[src/pkg/dacreg_pkg.sv]
// Purpose: Shared constants and types for the dual converter register bank
// Assumes: 8-bit registers, 5-bit register addresses
// Notes:   Defaults of registers outside this bank's detail are plain zero
package dacreg_pkg;

    localparam int unsigned  DATA_W        = 8;
    localparam int unsigned  ADDR_W        = 5;

    localparam logic [4:0]   ADDR_PORT_CTL = 5'h00;
    localparam logic [4:0]   ADDR_INTERP   = 5'h01;
    localparam logic [4:0]   ADDR_FMT      = 5'h02;
    localparam logic [4:0]   ADDR_CLKOUT   = 5'h03;
    localparam logic [4:0]   ADDR_PLL      = 5'h04;
    localparam logic [4:0]   ADDR_I_FINE   = 5'h05;
    localparam logic [4:0]   ADDR_I_COARSE = 5'h06;
    localparam logic [4:0]   ADDR_I_OFSH   = 5'h07;
    localparam logic [4:0]   ADDR_I_OFSL   = 5'h08;
    localparam logic [4:0]   ADDR_Q_FINE   = 5'h09;
    localparam logic [4:0]   ADDR_Q_COARSE = 5'h0A;
    localparam logic [4:0]   ADDR_Q_OFSH   = 5'h0B;
    localparam logic [4:0]   ADDR_Q_OFSL   = 5'h0C;
    localparam logic [4:0]   ADDR_VERSION  = 5'h0D;

    // Bit positions in the port/reset/power register
    localparam int unsigned  BIT_SDIO_BIDIR = 7;
    localparam int unsigned  BIT_LSB_FIRST  = 6;
    localparam int unsigned  BIT_SW_RESET   = 5;
    localparam int unsigned  BIT_SLEEP      = 4;
    localparam int unsigned  BIT_POWER_DOWN = 3;
    localparam int unsigned  BIT_ONE_RES    = 2;
    localparam int unsigned  BIT_PLL_LOCK   = 1;

    // Interpolation rate field position and offset direction bit
    localparam int unsigned  INTERP_LSB     = 6;
    localparam int unsigned  OFS_DIR_BIT    = 7;

    // Writable masks per register
    localparam logic [7:0]   MASK_PORT_CTL  = 8'hDC;
    localparam logic [7:0]   MASK_FULL      = 8'hFF;
    localparam logic [7:0]   MASK_COARSE    = 8'h0F;
    localparam logic [7:0]   MASK_OFSL      = 8'h83;
    localparam logic [7:0]   MASK_CLKOUT    = 8'h83;
    localparam logic [7:0]   MASK_PLL       = 8'hC7;
    localparam logic [7:0]   MASK_FMT       = 8'hF7;
    localparam logic [7:0]   MASK_VERSION   = 8'h0F;

    // Reset values
    localparam logic [7:0]   RST_ZERO       = 8'h00;
    localparam logic [7:0]   RST_INTERP     = 8'h04;

    // Serial frame
    localparam int unsigned  INSTR_BITS     = 8;
    localparam int unsigned  INSTR_READ_BIT = 7;

    typedef struct packed {
        logic [7:0] fineGain;
        logic [3:0] coarseGain;
        logic [9:0] offsetCurrent;
        logic       offsetOnComplementary;
    } dacreg_chan_t;

    typedef struct packed {
        logic       sleepOutputs;
        logic       powerDown;
        logic       referenceResistorMode;
        logic [1:0] interpRate;
        logic       lsbFirst;
        logic       sdioBidir;
    } dacreg_mode_t;

endpackage

[src/design/dacreg_shifter.sv]
// Purpose: Bit-order aware serial shifter for one byte
// Assumes: One bit per shift pulse, same clock as the bank
// Notes:   Byte completes after eight shifts; counter restarts on clear
`timescale 1ns/1ps
`default_nettype none
module dacreg_shifter
    import dacreg_pkg::*;
(
    input  wire logic              clk,
    input  wire logic              nrst,
    input  wire logic              clear,
    input  wire logic              shift,
    input  wire logic              lsbFirst,
    input  wire logic              bitIn,
    output logic [DATA_W-1:0]      byteOut,
    output logic                   byteDone
);
    logic [DATA_W-1:0] shift_r;
    logic [2:0]        count_r;

    always_ff @(posedge clk)
    begin
        if (!nrst || clear)
        begin
            shift_r <= 8'h00;
            count_r <= 3'h0;
        end
        else if (shift)
        begin
            // Either end feeds in, so both orders land aligned
            if (lsbFirst)
                shift_r <= {bitIn, shift_r[7:1]};
            else
                shift_r <= {shift_r[6:0], bitIn};
            count_r <= count_r + 3'h1;
        end
    end

    always_comb
    begin
        if (lsbFirst)
            byteOut = {bitIn, shift_r[7:1]};
        else
            byteOut = {shift_r[6:0], bitIn};
        byteDone = shift && (count_r == 3'h7);
    end
endmodule
`default_nettype wire

[src/design/dacreg_bank.sv]
// Purpose: Control register bank of a dual interpolating converter
// Assumes: Serial port pins sampled on clk; hardware reset pin active high
// Notes:   Instruction byte: bit 7 read, bits 4..0 address; one data byte
//
// Function
// - SDIO drives reads only when bidirectional
// - Bit order follows LSB-first control bit
// - Software reset restores defaults, restarts chip
// - Software reset bit always reads zero
// - Software reset spares register 00h
// - Hardware reset pin restores every register's default, 00h included (00h to 0Ch)
// - Sleep bit turns off output currents
// - Power-down stops all but serial port
// - Bit 2 selects one or two resistors
// - Bit 1 reads live PLL lock while 04h bit 7 is set, else zero
// - 01h bits 7:6 select interpolation rate
// - Fine gain bytes at 05h and 09h
// - Coarse gain nibbles at 06h and 0Ah
// - I offset from 07h and 08h[1:0]
// - Q offset from 0Bh and 0Ch[1:0]
// - 08h bit 7 steers I offset
// - 0Ch bit 7 steers Q offset
`timescale 1ns/1ps
`default_nettype none
module dacreg_bank
    import dacreg_pkg::*;
#(
    parameter logic [3:0] VERSION = 4'h3  // Arbitrary value
)
(
    input  wire logic              clk,
    input  wire logic              nrst,
    input  wire logic              resetPin,
    input  wire logic              csPin_n,
    input  wire logic              sclkPin,
    input  wire logic              sdioIn,
    output logic                   sdioOut,
    output logic                   sdioOe,
    input  wire logic              pllLocked,
    output logic                   chipRestart,
    output logic                   coreEnable,
    output dacreg_mode_t           mode,
    output dacreg_chan_t           inPhase,
    output dacreg_chan_t           quadrature,
    output logic [7:0]             fmtCtl,
    output logic [7:0]             clkOutCtl,
    output logic [7:0]             pllCtl
);
    typedef enum logic [3:0] {
        ST_IDLE  = 4'b0001,
        ST_INSTR = 4'b0010,
        ST_DATA  = 4'b0100,
        ST_DONE  = 4'b1000
    } dacreg_state_t;

    // Three-stage input sync; change taken when stages 2 and 3 agree
    logic [2:0] csSync_r;
    logic [2:0] sclkSync_r;
    logic [2:0] sdioSync_r;
    logic [2:0] rstSync_r;
    logic       csStable_r;
    logic       sclkStable_r;
    logic       sdioStable_r;
    logic       rstStable_r;

    always_ff @(posedge clk)
    begin
        if (!nrst)
        begin
            csSync_r   <= 3'h7;
            sclkSync_r <= 3'h0;
            sdioSync_r <= 3'h0;
            rstSync_r  <= 3'h0;
        end
        else
        begin
            csSync_r   <= {csSync_r[1:0], csPin_n};
            sclkSync_r <= {sclkSync_r[1:0], sclkPin};
            sdioSync_r <= {sdioSync_r[1:0], sdioIn};
            rstSync_r  <= {rstSync_r[1:0], resetPin};
        end
    end

    always_ff @(posedge clk)
    begin
        if (!nrst)
        begin
            csStable_r   <= 1'b1;
            sclkStable_r <= 1'b0;
            sdioStable_r <= 1'b0;
            rstStable_r  <= 1'b0;
        end
        else
        begin
            if (csSync_r[1] == csSync_r[2])
                csStable_r <= csSync_r[2];
            if (sclkSync_r[1] == sclkSync_r[2])
                sclkStable_r <= sclkSync_r[2];
            if (sdioSync_r[1] == sdioSync_r[2])
                sdioStable_r <= sdioSync_r[2];
            if (rstSync_r[1] == rstSync_r[2])
                rstStable_r <= rstSync_r[2];
        end
    end

    logic sclkPrev_r;
    logic sclkRise;
    logic sclkFall;

    always_ff @(posedge clk)
    begin
        if (!nrst)
            sclkPrev_r <= 1'b0;
        else
            sclkPrev_r <= sclkStable_r;
    end

    assign sclkRise = sclkStable_r && !sclkPrev_r;
    assign sclkFall = !sclkStable_r && sclkPrev_r;

    // Registers
    logic [7:0]    portCtl_r;
    logic [7:0]    interp_r;
    logic [7:0]    fmt_r;
    logic [7:0]    clkOut_r;
    logic [7:0]    pll_r;
    logic [7:0]    iFine_r;
    logic [7:0]    iCoarse_r;
    logic [7:0]    iOfsH_r;
    logic [7:0]    iOfsL_r;
    logic [7:0]    qFine_r;
    logic [7:0]    qCoarse_r;
    logic [7:0]    qOfsH_r;
    logic [7:0]    qOfsL_r;

    dacreg_state_t state_r;
    dacreg_state_t state_nxt;
    logic          isRead_r;
    logic [4:0]    addr_r;
    logic [7:0]    readByte_r;
    logic          sdioOut_r;
    logic          swReset_r;

    logic [7:0]    rxByte;
    logic          rxDone;
    logic          shiftClear;
    logic          writeStrobe;
    logic          hwReset;

    assign hwReset    = rstStable_r;
    assign shiftClear = csStable_r || (state_r == ST_DONE);

    dacreg_shifter u_shifter (
        .clk      (clk),
        .nrst     (nrst),
        .clear    (shiftClear),
        .shift    (sclkRise && !csStable_r),
        .lsbFirst (portCtl_r[BIT_LSB_FIRST]),
        .bitIn    (sdioStable_r),
        .byteOut  (rxByte),
        .byteDone (rxDone)
    );

    function automatic logic [7:0] readMux(input logic [4:0] a);
        case (a)
            ADDR_PORT_CTL: readMux = (portCtl_r & MASK_PORT_CTL)
                                     | ({7'h00, pllLocked && pll_r[7]} << BIT_PLL_LOCK);
            ADDR_INTERP:   readMux = interp_r;
            ADDR_FMT:      readMux = fmt_r;
            ADDR_CLKOUT:   readMux = clkOut_r;
            ADDR_PLL:      readMux = pll_r;
            ADDR_I_FINE:   readMux = iFine_r;
            ADDR_I_COARSE: readMux = iCoarse_r;
            ADDR_I_OFSH:   readMux = iOfsH_r;
            ADDR_I_OFSL:   readMux = iOfsL_r;
            ADDR_Q_FINE:   readMux = qFine_r;
            ADDR_Q_COARSE: readMux = qCoarse_r;
            ADDR_Q_OFSH:   readMux = qOfsH_r;
            ADDR_Q_OFSL:   readMux = qOfsL_r;
            ADDR_VERSION:  readMux = {4'h0, VERSION} & MASK_VERSION;
            default:       readMux = 8'h00;
        endcase
    endfunction

    // Frame sequencing
    always_comb
    begin
        state_nxt = state_r;
        case (state_r)
            ST_IDLE:  if (!csStable_r) state_nxt = ST_INSTR;
            ST_INSTR: if (rxDone) state_nxt = ST_DATA;
            // Ends on 16th rise so the last read bit stands until sampled
            ST_DATA:  if (rxDone) state_nxt = ST_DONE;
            ST_DONE:  state_nxt = ST_DONE;
            default:  state_nxt = ST_IDLE;
        endcase
        if (csStable_r)
            state_nxt = ST_IDLE;
    end

    always_ff @(posedge clk)
    begin
        if (!nrst || hwReset)
            state_r <= ST_IDLE;
        else
            state_r <= state_nxt;
    end

    always_ff @(posedge clk)
    begin
        if (!nrst || hwReset)
        begin
            isRead_r <= 1'b0;
            addr_r   <= 5'h00;
        end
        else if (state_r == ST_INSTR && rxDone)
        begin
            isRead_r <= rxByte[INSTR_READ_BIT];
            addr_r   <= rxByte[4:0];
        end
    end

    assign writeStrobe = (state_r == ST_DATA) && rxDone && !isRead_r;

    // Read data shifted out on falling edges so host samples on rising
    always_ff @(posedge clk)
    begin
        if (!nrst || hwReset || state_r != ST_DATA)
        begin
            readByte_r <= (state_r == ST_INSTR && rxDone) ? readMux(rxByte[4:0]) : 8'h00;
            sdioOut_r  <= 1'b0;
        end
        else if (isRead_r && sclkFall)
        begin
            if (portCtl_r[BIT_LSB_FIRST])
            begin
                sdioOut_r  <= readByte_r[0];
                readByte_r <= {1'b0, readByte_r[7:1]};
            end
            else
            begin
                sdioOut_r  <= readByte_r[7];
                readByte_r <= {readByte_r[6:0], 1'b0};
            end
        end
    end

    // Only a bidirectional port turns the pin around
    assign sdioOe  = (state_r == ST_DATA) && isRead_r && portCtl_r[BIT_SDIO_BIDIR];
    assign sdioOut = sdioOut_r;

    // Register 00h survives the software reset
    always_ff @(posedge clk)
    begin
        if (!nrst || hwReset)
            portCtl_r <= RST_ZERO;
        else if (writeStrobe && addr_r == ADDR_PORT_CTL)
            portCtl_r <= rxByte & MASK_PORT_CTL;
    end

    // One-cycle pulse; the stored bit never holds a one
    always_ff @(posedge clk)
    begin
        if (!nrst || hwReset)
            swReset_r <= 1'b0;
        else
            swReset_r <= writeStrobe && addr_r == ADDR_PORT_CTL && rxByte[BIT_SW_RESET];
    end

    always_ff @(posedge clk)
    begin
        if (!nrst || hwReset || swReset_r)
        begin
            interp_r  <= RST_INTERP;
            fmt_r     <= RST_ZERO;
            clkOut_r  <= RST_ZERO;
            pll_r     <= RST_ZERO;
            iFine_r   <= RST_ZERO;
            iCoarse_r <= RST_ZERO;
            iOfsH_r   <= RST_ZERO;
            iOfsL_r   <= RST_ZERO;
            qFine_r   <= RST_ZERO;
            qCoarse_r <= RST_ZERO;
            qOfsH_r   <= RST_ZERO;
            qOfsL_r   <= RST_ZERO;
        end
        else if (writeStrobe)
        begin
            case (addr_r)
                ADDR_INTERP:   interp_r  <= rxByte & MASK_FULL;
                ADDR_FMT:      fmt_r     <= rxByte & MASK_FMT;
                ADDR_CLKOUT:   clkOut_r  <= rxByte & MASK_CLKOUT;
                ADDR_PLL:      pll_r     <= rxByte & MASK_PLL;
                ADDR_I_FINE:   iFine_r   <= rxByte;
                ADDR_I_COARSE: iCoarse_r <= rxByte & MASK_COARSE;
                ADDR_I_OFSH:   iOfsH_r   <= rxByte;
                ADDR_I_OFSL:   iOfsL_r   <= rxByte & MASK_OFSL;
                ADDR_Q_FINE:   qFine_r   <= rxByte;
                ADDR_Q_COARSE: qCoarse_r <= rxByte & MASK_COARSE;
                ADDR_Q_OFSH:   qOfsH_r   <= rxByte;
                ADDR_Q_OFSL:   qOfsL_r   <= rxByte & MASK_OFSL;
                default:       ; // Version and unmapped ignore writes
            endcase
        end
    end

    // Control outputs from flops
    always_ff @(posedge clk)
    begin
        if (!nrst)
        begin
            chipRestart <= 1'b0;
            coreEnable  <= 1'b0;
            mode        <= '0;
            inPhase     <= '0;
            quadrature  <= '0;
            fmtCtl      <= 8'h00;
            clkOutCtl   <= 8'h00;
            pllCtl      <= 8'h00;
        end
        else
        begin
            chipRestart                <= swReset_r || hwReset;
            coreEnable                 <= !portCtl_r[BIT_POWER_DOWN];
            mode.sleepOutputs          <= portCtl_r[BIT_SLEEP];
            mode.powerDown             <= portCtl_r[BIT_POWER_DOWN];
            mode.referenceResistorMode <= portCtl_r[BIT_ONE_RES];
            mode.interpRate            <= interp_r[INTERP_LSB+:2];
            mode.lsbFirst              <= portCtl_r[BIT_LSB_FIRST];
            mode.sdioBidir             <= portCtl_r[BIT_SDIO_BIDIR];
            inPhase.fineGain           <= iFine_r;
            inPhase.coarseGain         <= iCoarse_r[3:0];
            inPhase.offsetCurrent      <= {iOfsH_r, iOfsL_r[1:0]};
            inPhase.offsetOnComplementary <= iOfsL_r[OFS_DIR_BIT];
            quadrature.fineGain        <= qFine_r;
            quadrature.coarseGain      <= qCoarse_r[3:0];
            quadrature.offsetCurrent   <= {qOfsH_r, qOfsL_r[1:0]};
            quadrature.offsetOnComplementary <= qOfsL_r[OFS_DIR_BIT];
            fmtCtl                     <= fmt_r;
            clkOutCtl                  <= clkOut_r;
            pllCtl                     <= pll_r;
        end
    end
endmodule
`default_nettype wire

[config.mk]
export PLATFORM = sky130hd
export DESIGN_NAME = dacreg_bank
export DESIGN_NICKNAME = d
export VERILOG_FILES = /design/src/pkg/dacreg_pkg.sv /design/src/design/dacreg_shifter.sv /design/src/design/dacreg_bank.sv
export SDC_FILE = /design/constraint.sdc
export NUM_CORES = 1
export LEC_CHECK = 0
export BUFFER_PORTS_ARGS = -buffer_cell sky130_fd_sc_hd__buf_2
export CORE_MARGIN = 2
export CORE_UTILIZATION = 48
export CTS_CLUSTER_DIAMETER = 120
export DETAILED_ROUTE_END_ITERATION = 10
export PLACE_DENSITY = 0.77
export SLEW_MARGIN = 20
export SYNTH_ARGS = -nofsm -noshare
export SYNTH_HDL_FRONTEND = slang
export SYNTH_HIERARCHICAL = 1
export SYNTH_SLANG_ARGS = --single-unit
[constraint.sdc]
create_clock -name clk -period 2.9 [get_ports clk]
set_clock_uncertainty 0.05 [all_clocks]
set_input_delay 0.145 -clock clk [delete_from_list [all_inputs] [get_ports clk]]
set_output_delay 0.145 -clock clk [all_outputs]
set_load 0.02 [all_outputs]
==> impl_summary.txt <==
----------------------------------------------------
[Timing]
  # setup viols final ... 0
  Min Clock Period, post-route ... between 2 and 3 ns
  Unrepaired setup endpoints after global routing ... false
  Relative slew slack ... 42.7%
  Transition time at the pin with the least slew margin ... approximately 0.86 ns
  Max Slew Vio Count ... 0
  Final hold viol count ... 0
  TNS Setup ... 0 ns
  Ratio of final minimum period to clock period ... 92.6%
  Highest attainable clock frequency ... around 0.37 GHz
  Worst hold margin ... around 0.12 ns

[Outcome]
  Run status ... complete, no violations

[Route]
  Per-cell via count in the routed design ... around 5.5
  Via count ... between 5000 and 6000
  1st-iter DRT viols ... around 460
  Detail-routed net length per standard cell ... around 18 um
  Number of antenna-violating nets in the routed design ... 0
  Number of optimization iterations in the first detailed-route pass ... 6
  Number of remaining DRC errors ... 0
  Total wire length after detailed routing ... approximately 18000 um

[Clocking]
  Max H-tree Level ... 4
  Root buf cell ... sky130_fd_sc_hd__clkbuf_16
  Buffers inserted by post-CTS timing repair ... 0
  Number of buffers inserted during clock tree synthesis ... 17
  Clock tree from TritonCTS ... built
  Clock network latency to the later pin of the worst-skew pair ... about 0.44 ns
  Total clock sinks ... between 150 and 200
  Deepest clock path buffer count ... 2
  Clock transition at the register clock pins on the worst setup and hold paths after CTS ... about 0.070 ns

[Synth]
  Gate Count Post-Synth ... 755
  Average size of a mapped cell ... ~10 um^2
  Cell area after synthesis ... 7460 um^2
  Most frequently used flop master after synthesis ... sky130_fd_sc_hd__dfxtp_1
  Register bit count reported by yosys ... between 150 and 200
  Unique cell type count in the Yosys netlist ... 61
  Proportion of synthesized flip-flops having asynchronous set or reset ... 0%
  Synth warnings ... 6
  Number of synthesized flops with an enable pin ... 8
  Share of synthesized area occupied by flip-flops and latches ... 52.6%

[Setup path]
  Data required, critical path ... between 3 and 4 ns
  Register-to-Register Setup Slack ... 0.22 ns
  Nature of the critical path endpoint ... flop
  CP arrival ... about 2.9 ns
  Critical path fanouts, max ... 13
  Classification of the worst setup path ... reg2reg
  Startpoint kind of the worst setup timing path ... flop

[Floorplanning]
  Y dimension of the die ... around 130 um
  Initial Utilization ... 49.1%
  Die X-Extent ... about 130 um
  Placeable core region ... approximately 15000 um^2
  I/O pin count ... just under 90
  Die Outline Area ... about 17000 um^2
  Num rows ... 45

[Layout]
  Core Util, Final ... between 50 and 60%
  Fraction of final layout cells sized beyond drive strength 1 ... a little under a fifth
  Net count, final ... about 830
  Largest registers in the final layout ... inPhase: 23 flops, quadrature: 23 flops
  Antenna diode instance count ... 0
  Layout overhead on the synthesized area ... 15.5%
  Fin cells ... slightly above 1000

[GRT]
  Total gr overflow ... 0
  Largest net degree at the start of global routing ... 90
  Global-route wire length before repair ... 28800 um
  Total routing resource utilization after global routing ... 22.9%
  Antenna violations before repair ... 0
  Number of global-route vias before repair ... just over 5000

[Place]
  Cells after DPL ... 990
  Count of input and output buffers ... 78
  Final HPWL DP ... roughly 13000 um
  Global placer's final weighted congestion ... 0.984

[Power and ir drop]
  Static Leak ... 3.71 nW
  Max VDD drop ... ~420 uV
  Power density over the cells ... around 580 nW/um^2

[Min path]
  Type of the tightest min-delay check ... in2reg

[Run]
  Max Cap Viol ... 0

----------------------------------------------------
cell type report:
class | count | area (um^2)
Fill cell | 1354 | 6580
Clock buffer | 22 | 485
Sequential cell | 192 | 3920
Timing Repair Buffer | 107 | 631
Tap cell | 188 | 235
Inverter | 11 | 41.3
Multi-Input combinational cell | 496 | 3220
Clock inverter | 9 | 81.3
where the power goes:
| group | internal [mW] | leakage, nW | switching [mW] |
|---|---|---|---|
| clock | 1.27 | 0.278 | 1.01 |
| sequential | 2.66 | 1.58 | 0.00273 |
| combinational | 0.0176 | 1.85 | 0.0491 |
synth_stat cells (all sizes together), types with 3 or more instances:
library cell | count | share of area, %
dfxtp | 184 | 49
nand3b | 7 | 0.70
a21oi | 22 | 1.5
nor2 | 92 | 4.7
inv | 11 | 0.55
and3 | 4 | 0.34
nand2 | 43 | 2.2
buf | 28 | 2.4
a22oi | 9 | 0.91
mux2i | 83 | 11
and2 | 81 | 6.8
nor2b | 10 | 0.84
or3 | 3 | 0.25
a32oi | 3 | 0.35
or2 | 5 | 0.42
o22ai | 6 | 0.50
a22o | 3 | 0.35
nor3 | 9 | 0.60
nor4 | 4 | 0.54
nand4 | 6 | 0.59
clkbuf | 36 | 1.8
nand3 | 15 | 1.1
a211oi | 9 | 0.91
a21boi | 4 | 0.40
nor3b | 4 | 0.40
edfxtp | 8 | 3.2
mux2 | 10 | 1.5
a2111oi | 4 | 0.47
nand2b | 9 | 0.75
o21ai | 12 | 0.80
cells by family after synthesis:
| logic type | synth area share, % |
|---|---|
| buf+inv | 4.76 |
| other cells | 0.0502 |
| compound gates | 8.10 |
| flops | 52.6 |
| fa+ha+maj | 0.335 |
| mux | 12.6 |
| simple gates | 21.3 |
| xor+xnor | 0.235 |
cells in the final DEF, fill, tap and decap left out, types with 3 or more instances in the layout:
cell type	n
sky130_fd_sc_hd__buf_4	24
sky130_fd_sc_hd__buf_2	78
sky130_fd_sc_hd__a21oi_1	22
sky130_fd_sc_hd__dlygate4sd3_1	4
sky130_fd_sc_hd__o22ai_1	6
sky130_fd_sc_hd__nor2b_1	10
sky130_fd_sc_hd__inv_1	11
sky130_fd_sc_hd__clkbuf_16	18
sky130_fd_sc_hd__mux2_2	10
sky130_fd_sc_hd__mux2i_1	83
sky130_fd_sc_hd__a2111oi_0	3
sky130_fd_sc_hd__nand2_1	42
sky130_fd_sc_hd__dfxtp_1	184
sky130_fd_sc_hd__nand3_1	14
sky130_fd_sc_hd__nand2b_1	9
sky130_fd_sc_hd__clkinv_2	3
sky130_fd_sc_hd__and2_1	81
sky130_fd_sc_hd__conb_1	9
sky130_fd_sc_hd__nand3b_1	7
sky130_fd_sc_hd__a22oi_1	9
sky130_fd_sc_hd__edfxtp_1	8
sky130_fd_sc_hd__nor2_1	91
sky130_fd_sc_hd__a211oi_1	9
sky130_fd_sc_hd__nor3b_1	3
sky130_fd_sc_hd__a22o_1	3
sky130_fd_sc_hd__or2_2	5
sky130_fd_sc_hd__and3_1	4
sky130_fd_sc_hd__or3_1	3
sky130_fd_sc_hd__o21ai_0	12
sky130_fd_sc_hd__a32oi_1	3
sky130_fd_sc_hd__nor3_1	9
sky130_fd_sc_hd__nor4_1	3
sky130_fd_sc_hd__a21boi_0	4
sky130_fd_sc_hd__nand4_1	5
repair_timing:
item / 4_1_cts / 5_1_grt
hold buffers: 4 / 0
gates resized for setup: 0 / 1
setup endpoints to repair: 0 / 1
endpoints found under the hold margin: 4 / 0
layer usage:
metal | vias to the layer above | part of all wire (%) | wire length [um] | track usage (%)
met5 | - | 0 | 0 | 0
met2 | 215 | 45 | 8310 | 36.0
met3 | 35 | 6.4 | 1170 | 3.74
li1 | 2689 | - | - | -
met1 | 2663 | 46 | 8330 | 31.1
met4 | 0 | 2.7 | 497 | 10.4
worst max-delay path, stage by stage, from the launching register on:
cell                       delay [ns]
sky130_fd_sc_hd__dfxtp_1         0.50
sky130_fd_sc_hd__mux2i_1         0.28
sky130_fd_sc_hd__inv_1           0.22
sky130_fd_sc_hd__buf_4           0.28
sky130_fd_sc_hd__nor2b_1         0.44
sky130_fd_sc_hd__a22oi_1         0.13
sky130_fd_sc_hd__o32ai_1         0.39
sky130_fd_sc_hd__a211oi_1        0.09
sky130_fd_sc_hd__o21ai_0         0.16
path summary, 6_finish.rpt:
path                              startpoint             to  cells past startpoint
worst max-delay path            portCtl_r[6]  readByte_r[0]                      8
worst min register to register   csSync_r[0]    csSync_r[1]                      1
worst max register to register  portCtl_r[6]  readByte_r[0]                      8
worst min-delay path                    nrst      addr_r[2]                      4
metrics by stage:
stage               total power, mW  area, um^2  worst slack (ns)
floorplan                      2.78        7490             0.534
global placement               2.78        8010             0.283
detailed placement             2.78        8010             0.253
CTS                            5.03        8620             0.263
global route                   5.14        8620          0.000760
finish                         5.01        8620             0.216
Note: power is estimated with default switching activity, not from simulation.
